===== src/gas_pkg.sv =====
// Constants shared by the group 1 alias register block.
`default_nettype none
package gas_pkg;
    localparam logic [11:0] GAS_OFF_SPLIT     = 12'h000;
    localparam logic [11:0] GAS_OFF_ACK       = 12'h004;
    localparam logic [11:0] GAS_OFF_EOS       = 12'h008;
    localparam logic [11:0] GAS_OFF_CTRL      = 12'h00c;
    localparam logic [11:0] GAS_OFF_STATUS    = 12'h010;
    localparam int          GAS_SPLIT_W       = 3;
    localparam int          GAS_ID_LSB        = 0;
    localparam int          GAS_ID_W          = 10;
    localparam int          GAS_SRC_LSB       = 10;
    localparam int          GAS_SRC_W         = 3;
    localparam logic [2:0]  GAS_MIN_SPLIT_DEF = 3'h0;
    localparam logic [9:0]  GAS_SPURIOUS_ID   = 10'h3ff;
    localparam logic [9:0]  GAS_SGI_LIMIT     = 10'h010;
    localparam int          GAS_CTRL_COMMON   = 0;
    localparam int          GAS_CTRL_ACKNOWLEDGE_CONTROL   = 1;
    localparam int          GAS_CTRL_SECURE_END_SERVICE_MODE = 2;
    localparam int          GAS_CTRL_GROUPING = 3;
    localparam logic [3:0]  GAS_CTRL_RESET    = 4'h8;
endpackage : gas_pkg
`default_nettype wire


===== src/gas_alias_regs.sv =====
// APB register block for the secure-side group 1 alias registers of a CPU interface.
// What this block does
// RL1: Split setting divides the 8-bit priority into group and subpriority parts.
// RL2: Group 1 with common split and grouping uses its own split rule.
// RL3: Alias split register is the non-secure split register itself.
// RL4: Acknowledge read returns the group 1 interrupt ID in bits 9:0.
// RL5: Each acknowledge read acknowledges the returned interrupt.
// RL6: With security extensions, acknowledge alias answers secure accesses only.
// RL7: Secure alias acknowledge read equals a non-secure ordinary acknowledge read.
// RL8: For software interrupts, bits 12:10 return the requesting CPU interface.
// RL9: Source field reads zero for all other interrupts.
// RL10: With acknowledge control 0, a write drops priority of the written interrupt.
// RL11: If the applicable end mode bit is 0, the write also deactivates.
// RL12: Alias end write serves group 1 active priorities, not group 0.
// RL13: Software writes only the most recently acknowledged group 1 interrupt.
// RL14: Secure alias end write uses the secure end mode bit.
// RL15: Software writes the returned source value for software interrupts, else zero.
// RL16: Software writes the returned interrupt ID into bits 9:0.
// RL17: Writing any other value gives undefined results.
// RL18: Split register resets to the minimum split value plus one.
// RL19: Reserved bits read zero and ignore writes.
`default_nettype none
module gas_alias_regs
    import gas_pkg::*;
#(
    parameter bit         SECURITY_EXT = 1'b1,
    parameter bit         MULTI_CPU    = 1'b1,
    parameter logic [2:0] MIN_SPLIT    = GAS_MIN_SPLIT_DEF
) (
    input  wire logic        pclk,
    input  wire logic        presetn,
    input  wire logic        psel,
    input  wire logic        penable,
    input  wire logic        pwrite,
    input  wire logic [11:0] paddr,
    input  wire logic [31:0] pwdata,
    input  wire logic [2:0]  pprot,
    output logic      [31:0] prdata,
    output logic             pready,
    output logic             pslverr,
    input  wire logic        pend_valid,
    input  wire logic        pend_group1,
    input  wire logic [9:0]  pend_id,
    input  wire logic [2:0]  pend_source,
    input  wire logic [7:0]  pend_priority,
    output logic             ack_pulse,
    output logic      [9:0]  ack_id,
    output logic      [2:0]  ack_source,
    output logic             drop_pulse,
    output logic             deactivate_pulse,
    output logic      [9:0]  eos_id,
    output logic      [2:0]  eos_source,
    output logic      [7:0]  group_priority
);
    initial begin
        if (MIN_SPLIT > 3'h3) begin
            $error("MIN_SPLIT must be 0 to 3");
        end
    end

    typedef struct packed {
        logic [2:0]  split;
        logic [3:0]  ctrl;
        logic [31:0] rdata;
        logic        ack;
        logic [9:0]  ack_id;
        logic [2:0]  ack_src;
        logic        drop;
        logic        deact;
        logic [9:0]  eos_id;
        logic [2:0]  eos_src;
        logic [9:0]  last_id;
        logic [2:0]  last_src;
        logic        mismatch;
    } gas_state_t;

    gas_state_t st_r;
    gas_state_t st_nxt;
    logic       access;
    logic       secure;
    logic       hit;
    logic       grp_en;
    logic [9:0] rd_id;
    logic [2:0] rd_src;

    assign access = psel & penable;
    assign secure = ~pprot[1];
    assign pready = 1'b1;

    gas_split_mask u_mask (
        .split          (st_r.split),
        .group1_rule    (st_r.ctrl[GAS_CTRL_COMMON] & st_r.ctrl[GAS_CTRL_GROUPING] & pend_group1), // RL2
        .priority_in    (pend_priority),
        .group_priority (group_priority)
    );

    always_comb begin
        // Only a group 1 interrupt is visible here, as for a non-secure ordinary read.
        grp_en = pend_valid & pend_group1; // RL7
        rd_id  = grp_en ? pend_id : GAS_SPURIOUS_ID; // RL4
        rd_src = (MULTI_CPU && grp_en && pend_id < GAS_SGI_LIMIT) ? pend_source : 3'h0; // RL8 RL9
        hit    = 1'b1;
        st_nxt       = st_r;
        st_nxt.ack   = 1'b0;
        st_nxt.drop  = 1'b0;
        st_nxt.deact = 1'b0;
        // With SECURITY_EXT, non-secure accesses see the alias offsets as absent: read zero, ignored.
        if (access && SECURITY_EXT && !secure && paddr != GAS_OFF_CTRL && paddr != GAS_OFF_STATUS) begin // RL6
            hit = 1'b0;
        end
        if (access && hit) begin
            st_nxt.rdata = 32'h0000_0000; // RL19
            unique case (paddr)
                GAS_OFF_SPLIT: begin
                    if (pwrite) begin
                        st_nxt.split = (pwdata[2:0] < MIN_SPLIT + 3'h1) ? MIN_SPLIT + 3'h1 : pwdata[2:0]; // RL3
                    end else begin
                        st_nxt.rdata[2:0] = st_r.split; // RL19
                    end
                end
                GAS_OFF_ACK: begin
                    if (!pwrite) begin
                        st_nxt.rdata[GAS_ID_LSB +: GAS_ID_W]   = rd_id; // RL4
                        st_nxt.rdata[GAS_SRC_LSB +: GAS_SRC_W] = rd_src; // RL8
                        if (grp_en) begin
                            st_nxt.ack      = 1'b1; // RL5
                            st_nxt.ack_id   = rd_id;
                            st_nxt.ack_src  = rd_src;
                            st_nxt.last_id  = rd_id;
                            st_nxt.last_src = rd_src;
                        end
                    end
                end
                GAS_OFF_EOS: begin
                    if (pwrite && !st_r.ctrl[GAS_CTRL_ACKNOWLEDGE_CONTROL]) begin // RL10
                        // Group 1 bookkeeping only; group 0 priorities are never touched.
                        st_nxt.drop     = 1'b1; // RL12
                        st_nxt.deact    = ~st_r.ctrl[GAS_CTRL_SECURE_END_SERVICE_MODE]; // RL11 RL14
                        st_nxt.eos_id   = pwdata[GAS_ID_LSB +: GAS_ID_W]; // RL16
                        st_nxt.eos_src  = pwdata[GAS_SRC_LSB +: GAS_SRC_W]; // RL15
                        // Mismatch is flagged for debug; the outcome is left undefined.
                        st_nxt.mismatch = (pwdata[9:0] != st_r.last_id) ||
                                          (pwdata[12:10] != st_r.last_src); // RL13 RL17
                    end
                end
                GAS_OFF_CTRL: begin
                    if (pwrite) begin
                        st_nxt.ctrl = pwdata[3:0];
                    end else begin
                        st_nxt.rdata[3:0] = st_r.ctrl;
                    end
                end
                GAS_OFF_STATUS: begin
                    if (!pwrite) begin
                        st_nxt.rdata[12:0] = {st_r.last_src, st_r.last_id};
                        st_nxt.rdata[16]   = st_r.mismatch;
                    end
                end
                default: begin
                    st_nxt.rdata = 32'h0000_0000;
                end
            endcase
        end else if (access) begin
            st_nxt.rdata = 32'h0000_0000; // RL6
        end
    end

    always_ff @(posedge pclk or negedge presetn) begin
        if (!presetn) begin
            st_r          <= '0;
            st_r.split    <= MIN_SPLIT + 3'h1; // RL18
            st_r.ctrl     <= GAS_CTRL_RESET;
            st_r.last_id  <= GAS_SPURIOUS_ID;
        end else begin
            st_r <= st_nxt;
        end
    end

    // Read data goes out combinationally from the access cycle so pready can stay high.
    always_comb begin
        prdata = 32'h0000_0000;
        if (access && !pwrite && hit) begin
            unique case (paddr)
                GAS_OFF_SPLIT:  prdata[2:0] = st_r.split;
                GAS_OFF_ACK:    prdata[12:0] = {rd_src, rd_id};
                GAS_OFF_CTRL:   prdata[3:0] = st_r.ctrl;
                GAS_OFF_STATUS: prdata = {15'h0000, st_r.mismatch, 3'h0, st_r.last_src, st_r.last_id};
                default:        prdata = 32'h0000_0000;
            endcase
        end
    end

    assign pslverr          = 1'b0;
    assign ack_pulse        = st_r.ack;
    assign ack_id           = st_r.ack_id;
    assign ack_source       = st_r.ack_src;
    assign drop_pulse       = st_r.drop;
    assign deactivate_pulse = st_r.deact;
    assign eos_id           = st_r.eos_id;
    assign eos_source       = st_r.eos_src;
endmodule // gas_alias_regs
`default_nettype wire


===== src/gas_split_mask.sv =====
// Converts a split setting into a group priority mask for one 8-bit priority.
`default_nettype none
module gas_split_mask
    import gas_pkg::*;
(
    input  wire logic [2:0] split,
    input  wire logic       group1_rule,
    input  wire logic [7:0] priority_in,
    output logic      [7:0] group_priority
);
    logic [2:0] eff;
    logic [7:0] mask;

    // Group 1 under the common and grouping settings uses the split one lower, saturating at zero.
    always_comb begin
        eff  = (group1_rule && split != 3'h0) ? split - 3'h1 : split; // RL2
        mask = 8'hfe << eff; // RL1
        group_priority = priority_in & mask; // RL1
    end
endmodule // gas_split_mask
`default_nettype wire


===== config.mk =====
export PLATFORM = sky130hd
export DESIGN_NAME = gas_alias_regs
export DESIGN_NICKNAME = d
export VERILOG_FILES = /design/src/gas_pkg.sv /design/src/gas_alias_regs.sv /design/src/gas_split_mask.sv
export SDC_FILE = /design/constraint.sdc
export NUM_CORES = 1
export LEC_CHECK = 0
export ABC_AREA = 1
export BUFFER_PORTS_ARGS = -buffer_cell sky130_fd_sc_hd__buf_4
export CAP_MARGIN = 15
export CORE_MARGIN = 4
export CORE_UTILIZATION = 47
export CTS_CLUSTER_SIZE = 25
export DETAILED_ROUTE_END_ITERATION = 10
export HOLD_SLACK_MARGIN = 0.05
export PLACE_DENSITY = 0.91
export SYNTH_ARGS = -nofsm -noshare
export SYNTH_HDL_FRONTEND = slang
export SYNTH_SLANG_ARGS = --single-unit

===== constraint.sdc =====
create_clock -name pclk -period 2.5 [get_ports pclk]
set_input_delay 0 -clock pclk [delete_from_list [all_inputs] [get_ports pclk]]
set_output_delay 0 -clock pclk [all_outputs]
set_load 0.01 [all_outputs]

==> metrics.yaml, run 1 <==
logic_synthesis:
  synth.cell_area_um2: 3100
  ys_warn_count: 0
  synth_ff_type: "dfrtp_1"
  synth_compound_area_share_pct: 7.466
  ys_seq_area_share_pct: 38.42
  ys_ff_latch: 47
  synth-simple-area-share_pct: 31.52
  avgSynthCellArea_um2: 7.312
  ys_types: 33
  synthAdderAreaFrac_pct: 0.8071
  synth.area.mux_share_pct: 0
  async_flop_share_pct: 100.0
  synth_xor_area_share_pct: 3.107
  synth_top_family_by_area: "simple AND/OR/NAND/NOR gates"
  syn_inst: 424
  synth_edf_count: 0
placed_design:
  port_buffers: 102
  place_area_um2: 3635
  dp_hpwl_um: 6345
  dpl_worst_slack_ns: 0.2829
  globalplace.congestion: 0.9254
floorplanning:
  core_um2: 6386
  die_height_um: 89.22
  die_w_um: 89.22
  pin_count: 146
  num_rows: 29
  die-area_um2: 7960
  initial_core_util_pct: 48.55
detailed_routing:
  drc: 0
  drt_iter0_markers: 177
  vias_per_cell: 4.995
  num_vias: 3022
  wire_per_inst_um: 14.43
  drt_wl_total_um: 8731
  ant_nets: 0
  drtPass1Iterations: 5
layout:
  nFillCells: 542
  antennaDiodeCount: 0
  finalInstanceArea_um2: 4021
  multiInputGateArea_um2: 1416
  final_util_pct: 62.97
  drive_above_1_share_pct: 27.84
  final_nets: 604
  seqCellArea_um2: 1191
  syn2layout_area_growth_pct: 29.70
min_path:
  min_from: "pwrite"
  hold_path_class: "in2reg"
pwr:
  power.net_switching_mw: 0.3809
  ir_drop_v: 0.0001948
  intPower_mw: 1.066
  p_per_area_nw_per_um2: 359.7
  pwr-share-clk_pct: 32.2
  leakage_nw: 2.143
  switching_share_pct: 26.33
  power.total_mw: 1.447
  combPwrFrac_pct: 15.1
  seq_power_share_pct: 52.6
global_route:
  grt_use_total_pct: 21.95
  grt_pass1_wl_um: 13520
  grt_start_max_net_pins: 48
  antenna_found_initial: 0
  first_global_vias: 2917
  grt_overflow: 0
critical_path:
  cp_slowest_stage_delay_ns: 0.54
  cp-startpoint: "st_r[79]"
  crit_chain: "inv_1, ha_1, ha_1, inv_1, nand4_1, o21ai_2, inv_1, or2_1, o21ai_1, inv_1, buf_4"
  ff2ff_setup_slack_ns: 1.06
  critPathTopFamily: "flip-flops"
  regToRegStartpoint: "st_r[76]"
  worstSetupPathType: "reg2out"
  start_kind: "register"
  critPathMaxFanout: 5
  arrival_ns: 2.44
  cpMostUsedCell: "inv_1"
  setup.worst_path.end_class: "primary output"
  cp_slowest_cell: "dfstp_2"
  crit_buf_inv: 5
  required_ns: 2.50
timing:
  layout_setup_ws_ns: 0.06362
  finalSetupViolations: 0
  drv_slew: 0
  final.min_clock_period_ns: 2.436
  tightest_slew_ns: 0.5874
  fin_crit_sh_pct: 97.46
  max_freq_ghz: 0.4104
  hold_viol_final: 0
  slew-limit-headroom_pct: 60.84
  finalClockSkew_ns: 0.007420
  holdWs_ns: 0.06459
clock_network:
  cts-root-buf: "clkbuf_8"
  tritoncts: "built"
  worst_skew_pair.late_latency_ns: 0.30
  numCtsBuffers: 5
  htree_levels: 2
  clk_pin_slew_worst_paths_ns: 0.09
  clockBufferDepth: 2
  cts_sinks: 47
run_status:
  status: "completed"
run:
  drv_cap: 0
[cell type report]
cell class / instances / share of cell area [%]
flip-flops and latches: 47 / 29.62
well taps: 77 / 2.396
clock inverters: 2 / 0.3423
inverters: 44 / 4.107
multi-input cells: 296 / 35.22
repair buffers: 133 / 26.51
clock buffers: 6 / 1.805
[cells by family after synthesis]
logic type | after synthesis
buffers and inverters | 100
AND/OR/NAND/NOR | 219
AO/OA/AOI/OAI | 43
other | 2
adder cells (fa/ha/maj) | 2
flip-flops | 47
XOR/XNOR | 11
[flip-flops by register name (all words and copies together), names as in the netlist]
signal / flops
drop_pulse: 1
ack_pulse: 1
st_r: 21
eos_id: 10
deactivate_pulse: 1
ack_id: 10
eos_source: 3
[repair_timing]
item	in CTS	in global routing
setup endpoints to repair	1	2
hold endpoints to repair	78	0
pin swaps	0	2
buffers inserted	0	3
resized for setup	1	3
hold buffers	27	0
cloned	0	0
[Yosys cell counts (3+ instances only)]
master | instances | share of area, %
xnor2_1 | 7 | 2.0
xor2_1 | 4 | 1.1
dfstp_2 | 12 | 10
o21ai_0 | 6 | 0.97
nand2_2 | 3 | 0.61
nor2_1 | 35 | 4.2
buf_4 | 48 | 12
or2_2 | 3 | 0.61
o21ai_1 | 21 | 3.4
buf_2 | 7 | 1.1
nor2_2 | 4 | 0.81
nand4_1 | 12 | 2.4
o21bai_1 | 4 | 0.97
inv_1 | 41 | 5.0
a21oi_1 | 9 | 1.5
nand3_1 | 14 | 2.3
dfrtp_1 | 35 | 28
inv_2 | 3 | 0.36
nand2_1 | 137 | 17
[per-layer routing]
| layer | GRT usage [%] | vias to the layer above | wire, µm |
|---|---|---|---|
| met2 | 38.78 | 122 | 4616 |
| met5 | 0 | - | 0 |
| met4 | 7.037 | 0 | 123 |
| met1 | 27.43 | 1421 | 3382 |
| met3 | 3.318 | 16 | 608 |
| li1 | - | 1463 | - |
[placed cells by master (no fill, tap or decap), types with 2 or more instances in the layout]
cell,Yosys,routed
nand3_4,2,2
inv_2,3,3
o21ai_2,0,2
xor2_1,4,4
a21oi_1,9,9
a21boi_0,2,2
o21ai_1,21,21
dlygate4sd3_1,0,27
nor3_1,2,2
o21bai_1,4,4
conb_1,2,21
inv_1,41,41
buf_4,48,106
o21ai_0,6,4
dfrtp_1,35,35
nand3_1,14,14
xnor2_1,7,7
nand2_1,137,137
or2_2,3,3
nor2_1,35,35
nand2_2,3,3
ha_1,2,2
nand4_1,12,12
nor2_2,4,4
clkbuf_8,0,5
dfstp_2,12,12
[power groups by stage]
stage	logic [mW]	registers, mW	clock network [mW]
final	0.219	0.761	0.467
after global routing	0.240	0.762	0.508
after floorplan	0.0934	0.776	0
after global placement	0.178	0.775	0
after detailed placement	0.182	0.775	0
after CTS	0.217	0.761	0.474
[final timing paths]
check	endpoint	cells after the start
max	group_priority[7]	11
min	drop_pulse	3
max reg2reg	eos_source[0]	6
min reg2reg	deactivate_pulse	1
max in group asynchronous	st_r[81]	2
min in group asynchronous	ack_id[4]	2
[per-stage QoR]
stage | TNS, ns | std cells
2_1_floorplan | 0 | 443
3_3_place_gp | 0 | 567
3_5_place_dp | 0 | 567
4_1_cts | 0 | 602
5_1_grt | -0.04205 | 605
6_report | 0 | 605
[tightest hold or removal path, stage by stage]
cell     delay (ns)
buf_4          0.14
nand3_4        0.10
nor2_4         0.08
No activity file was read; power rests on OpenSTA's default activity.
==> run 2, diff against run 1 <==
--- a/config.mk
+++ b/config.mk
@@ -9,11 +9,11 @@
 export BUFFER_PORTS_ARGS = -buffer_cell sky130_fd_sc_hd__buf_4
 export CAP_MARGIN = 15
 export CORE_MARGIN = 4
-export CORE_UTILIZATION = 47
+export CORE_UTILIZATION = 35
 export CTS_CLUSTER_SIZE = 25
 export DETAILED_ROUTE_END_ITERATION = 10
 export HOLD_SLACK_MARGIN = 0.05
-export PLACE_DENSITY = 0.91
+export PLACE_DENSITY = 0.73
 export SYNTH_ARGS = -nofsm -noshare
 export SYNTH_HDL_FRONTEND = slang
 export SYNTH_SLANG_ARGS = --single-unit
==> run 2 against run 1 <==
First-iteration DRC count down 20%; non-clock buffer count down 1; setup slack worse by 0.016 ns; final area up 2.1%; sequential power about the same; worst hold slack better by 0.0030 ns; clock skew down 0.0018 ns; core utilization down 16 points; critical path type unchanged; combinational power about the same.
==> metrics.yaml, run 2 (synthesized netlist as in run 1, its figures left out) <==
run_status:
  status: "completed"
timing:
  rsz0062_at_grt: "yes"
  slew-limit-headroom_pct: 59.84
  max_freq_ghz: 0.4077
  finalSetupViolations: 0
  hold_viol_final: 0
  final.min_clock_period_ns: 2.453
  tightest_slew_ns: 0.6024
  fin_crit_sh_pct: 98.11
  drv_slew: 0
  finalClockSkew_ns: 0.005595
  layout_setup_ws_ns: 0.04730
critical_path:
  crit_end: "group_priority[7]"
  cp_slowest_cell: "dfstp_2"
  critPathMaxFanout: 5
  ff2ff_setup_slack_ns: 1.06
  cp-startpoint: "st_r[79]"
  r2r_end: "eos_id[8]"
  start_kind: "register"
  setup.worst_path.end_class: "primary output"
  regToRegStartpoint: "st_r[76]"
  required_ns: 2.50
  r2r_cells: 6
  arrival_ns: 2.45
  cp_slowest_stage_delay_ns: 0.58
  crit_chain: "inv_2, ha_4, ha_4, inv_2, nand4_1, o21ai_2, inv_1, or2_1, o21ai_1, inv_1, buf_6"
  worstSetupPathType: "reg2out"
layout:
  largest_reg_flops: 21
  syn2layout_area_growth_pct: 32.36
  final_cells: 635
  regMostFlops: "st_r"
  finalInstanceArea_um2: 4104
  final_common_cell: "nand2_1"
  drive_above_1_share_pct: 28.65
  nFillCells: 840
  antennaDiodeCount: 0
  layout_common_cells: "137 x nand2_1, 104 x buf_4, 38 x inv_1"
  final_nets: 603
pwr:
  ir_drop_v: 0.0002644
  intPower_mw: 1.168
  pwr-share-clk_pct: 36.2
  switching_share_pct: 24.00
  power.total_mw: 1.537
  leakage_nw: 2.146
  combPwrFrac_pct: 14.3
  p_per_area_nw_per_um2: 374.5
  power.net_switching_mw: 0.3688
  seq_power_share_pct: 49.5
detailed_routing:
  drt_wl_total_um: 8569
  vias_per_cell: 4.631
  ant_nets: 0
  wire_per_inst_um: 13.49
  drc: 0
  drtPass1Iterations: 4
  num_vias: 2941
  drt_iter0_markers: 141
clock_network:
  clk_pin_slew_worst_paths_ns: 0.09
  clockBufferDepth: 2
  cts_sinks: 47
  tritoncts: "built"
  cts-root-buf: "clkbuf_8"
  worst_skew_pair.late_latency_ns: 0.30
  numCtsBuffers: 5
  htree_levels: 2
placed_design:
  place_area_um2: 3674
  dp.cells: 598
  globalplace.congestion: 0.9090
  dpl_worst_slack_ns: 0.2722
  dp_hpwl_um: 6375
  port_buffers: 102
floorplanning:
  die_height_um: 102.1
  die-area_um2: 10430
  core_um2: 8678
  initial_core_util_pct: 35.73
  num_rows: 34
  die_w_um: 102.1
  pin_count: 146
global_route:
  grt_use_total_pct: 15.96
  first_global_vias: 2758
  antenna_found_initial: 0
  grt_pass1_wl_um: 13120
  grt_overflow: 0
  grt_start_max_net_pins: 48
min_path:
  hold_path_class: "in2reg"
run:
  drv_cap: 0
run 2: cell count changes in the layout (fill, tap and decap cells not counted), sizes merged:
cell / change
buf: -1
bufinv: +1
clkbuf: +1
clkinv: -2
run 2: how the worst min path moves through the flow:
stage | startpoint | endpoint | slack (ns) | cells after the start
global route | pwrite | drop_pulse | 0.07 | 3
global placement | presetn | ack_id[9] | 0.05 | 1
floorplan | presetn | ack_id[0] | -0.30 | 0
CTS | pwrite | drop_pulse | 0.06 | 3
detailed placement | presetn | ack_id[9] | 0.05 | 1
finish | pwrite | drop_pulse | 0.07 | 3
run 2: cell type report:
type	instances	area, µm²	share of cell area (%)
multi-input cells	296	1444	35.18
flip-flops and latches	47	1191	29.02
repair buffers	132	1062	25.88
inverters	44	165.2	4.024
well taps	108	135.1	3.293
clock buffers	7	76.32	1.860
clock inverters	1	30.03	0.7317
run 2: repair_timing:
action / 4_1_cts / 5_1_grt
pin swaps: 1 / 4
hold buffers: 27 / 0
gates resized for setup: 3 / 10
setup buffers: 1 / 1
hold endpoints to repair: 78 / 0
gates cloned: 0 / 0
setup endpoints to repair: 1 / 6
run 2: per-layer routing:
| layer | track usage (%) | part of all wire (%) | vias up |
|---|---|---|---|
| met5 | 0 | 0 | - |
| met4 | 5.146 | 1.9 | 0 |
| met3 | 3.208 | 6.6 | 16 |
| met2 | 28.89 | 51 | 117 |
| met1 | 18.88 | 40 | 1351 |
| li1 | - | - | 1457 |
run 2: worst max-delay path, delay by kind of cell, from the launching register on:
kind	cells	cell delay [ns]
AOI/OAI and AO/OA	2	0.41
adders and majority gates	2	0.31
buffers and inverters	5	0.36
DFF	1	0.58
and+or+nand+nor	2	0.49
run 2: power by group through the flow:
| stage | logic [mW] | clock network [mW] | registers, mW |
|---|---|---|---|
| after floorplan | 0.0934 | 0 | 0.776 |
| after global placement | 0.180 | 0 | 0.775 |
| after detailed placement | 0.182 | 0 | 0.775 |
| after CTS | 0.217 | 0.569 | 0.761 |
| after global routing | 0.242 | 0.606 | 0.761 |
| final | 0.219 | 0.556 | 0.761 |
run 2: metrics by stage:
step | hold slack, ns | TNS (ns) | utilization, %
finish | 0.06762 | 0 | 47.29
global route | 0.06889 | -0.02670 | 47.29
CTS | 0.06234 | 0 | 46.80
detailed placement | 0.04860 | 0 | 42.33
global placement | 0.04872 | 0 | 42.33
floorplan | -0.2956 | 0 | -
==> run 3, diff against run 2 <==
==> constraint.sdc (replaced) <==
create_clock -name pclk -period 2.5 [get_ports pclk]
set_input_delay 0.5 -clock pclk [delete_from_list [all_inputs] [get_ports pclk]]
set_output_delay 0.5 -clock pclk [all_outputs]
set_load 0.01 [all_outputs]
==> run 3 against run 2 <==
The run now ends with negative setup slack left; clock skew grew 0.0030 ns; clock-buffer cell count did not move; sequential share of layout area rose by 1.2 points; combinational power decreased by 14%; clock power fell by 2%; register-to-register slack worse by 0.02 ns; non-clock buffer count fell by 19; wire length decreased by 4.9%; largest cell class unchanged; largest power group unchanged.
==> metrics.yaml, run 3 (synthesized netlist as in run 1, its figures left out) <==
floorplanning:
  die_height_um: 102.1
  pin_count: 146
  die_w_um: 102.1
  num_rows: 34
  core_um2: 8678
  die-area_um2: 10430
  initial_core_util_pct: 35.73
layout:
  final_cells: 616
  regMostFlops: "st_r"
  antennaDiodeCount: 0
  largest_reg_flops: 21
  multiInputGateArea_um2: 1481
  nFillCells: 878
  final_common_cell: "nand2_1"
  layout_common_cells: "134 x nand2_1, 110 x buf_4, 36 x inv_1"
  final_nets: 584
  finalInstanceArea_um2: 3944
  drive_above_1_share_pct: 33.27
  syn2layout_area_growth_pct: 27.20
  seqCellArea_um2: 1192
  final_util_pct: 45.44
critical_path:
  worstSetupPathType: "reg2out"
  crit_buf_inv: 5
  regToRegStartpoint: "st_r[76]"
  r2r_end: "eos_id[7]"
  cp_slowest_cell: "dfstp_2"
  cp_slowest_stage_delay_ns: 0.55
  critPathTopFamily: "flip-flops"
  cpMostUsedCell: "inv_2"
  r2r_cells: 6
  setup.worst_path.end_class: "primary output"
  start_kind: "register"
  crit_chain: "inv_2, ha_4, ha_4, inv_2, nand4_1, o21ai_2, inv_2, or2_1, o21ai_1, inv_1, buf_6"
  arrival_ns: 2.22
  required_ns: 2.00
  ff2ff_setup_slack_ns: 1.04
  critPathMaxFanout: 4
timing:
  final.min_clock_period_ns: 2.717
  layout_setup_ws_ns: -0.2175
  tightest_slew_ns: 0.5975
  drv_slew: 0
  fin_tns_setup_ns: -0.9267
  finalClockSkew_ns: 0.008635
  slew-limit-headroom_pct: 60.17
  holdWs_ns: 0.2112
  rsz0062_at_grt: "yes"
  finalSetupViolations: 7
  max_freq_ghz: 0.3680
  fin_crit_sh_pct: 108.7
  hold_viol_final: 0
detailed_routing:
  wire_per_inst_um: 13.24
  drc: 0
  ant_nets: 0
  vias_per_cell: 4.584
  drt_iter0_markers: 174
  num_vias: 2824
  drtPass1Iterations: 5
  drt_wl_total_um: 8153
pwr:
  leakage_nw: 2.070
  power.total_mw: 1.494
  p_per_area_nw_per_um2: 378.9
  ir_drop_v: 0.0002023
clock_network:
  cts_sinks: 47
  clockBufferDepth: 2
  numCtsBuffers: 5
  worst_skew_pair.late_latency_ns: 0.29
  cts-root-buf: "clkbuf_8"
  clk_pin_slew_worst_paths_ns: 0.09
  tritoncts: "built"
  htree_levels: 2
  cts_hold_buf: 0
placed_design:
  place_area_um2: 3734
  globalplace.congestion: 0.8702
  dp_hpwl_um: 6473
  port_buffers: 102
  dp.cells: 606
  dpl_worst_slack_ns: -0.002770
global_route:
  grt_use_total_pct: 15.54
  grt_start_max_net_pins: 48
  grt_pass1_wl_um: 12840
  first_global_vias: 2705
  grt_overflow: 0
  antenna_found_initial: 0
run_status:
  violations: "negative setup slack"
  status: "finished with violations"
min_path:
  hold_path_class: "in2async"
run:
  drv_cap: 0
-- run 3: worst max-delay path by stage --
stage | endpoint | cells past startpoint | from | slack [ns]
finish | group_priority[7] | 11 | st_r[79] | -0.22
detailed placement | group_priority[7] | 11 | st_r[79] | -0.003
global route | group_priority[3] | 13 | st_r[79] | -0.36
global placement | group_priority[7] | 11 | st_r[79] | 0.06
CTS | group_priority[7] | 11 | st_r[79] | -0.23
floorplan | group_priority[7] | 9 | st_r[79] | 0.17
-- run 3: area by class of cell --
| type | count | share of cell area [%] |
|---|---|---|
| Sequential cell | 47 | 30.23 |
| Inverter | 44 | 4.283 |
| Multi-Input combinational cell | 296 | 37.56 |
| Clock inverter | 1 | 0.7614 |
| Tap cell | 108 | 3.426 |
| Clock buffer | 7 | 1.935 |
| Timing Repair Buffer | 113 | 21.80 |
-- run 3: metal layers --
layer,routed length [µm],track usage [%]
met1,3428,19.30
met4,60,4.036
met5,0,0
met2,4206,27.29
met3,457,3.481
-- run 3: worst register-to-register path, stage by stage, from the launching register on --
cell     delay (ns)
dfrtp_1        0.41
inv_1          0.09
nand3_1        0.09
nor2_2         0.15
nand4_2        0.37
nand2_1        0.19
nand2_1        0.06
-- run 3: power breakdown --
| part | switching (mW) | total, mW | internal, mW |
|---|---|---|---|
| combinational | 0.103 | 0.189 | 0.0852 |
| sequential | 0.000263 | 0.761 | 0.761 |
| clock | 0.245 | 0.544 | 0.300 |
-- run 3: repair_timing --
action	4_1_cts	5_1_grt
gates resized for setup	19	11
buffers inserted	2	1
setup endpoints to repair	7	17
pin swaps	6	4
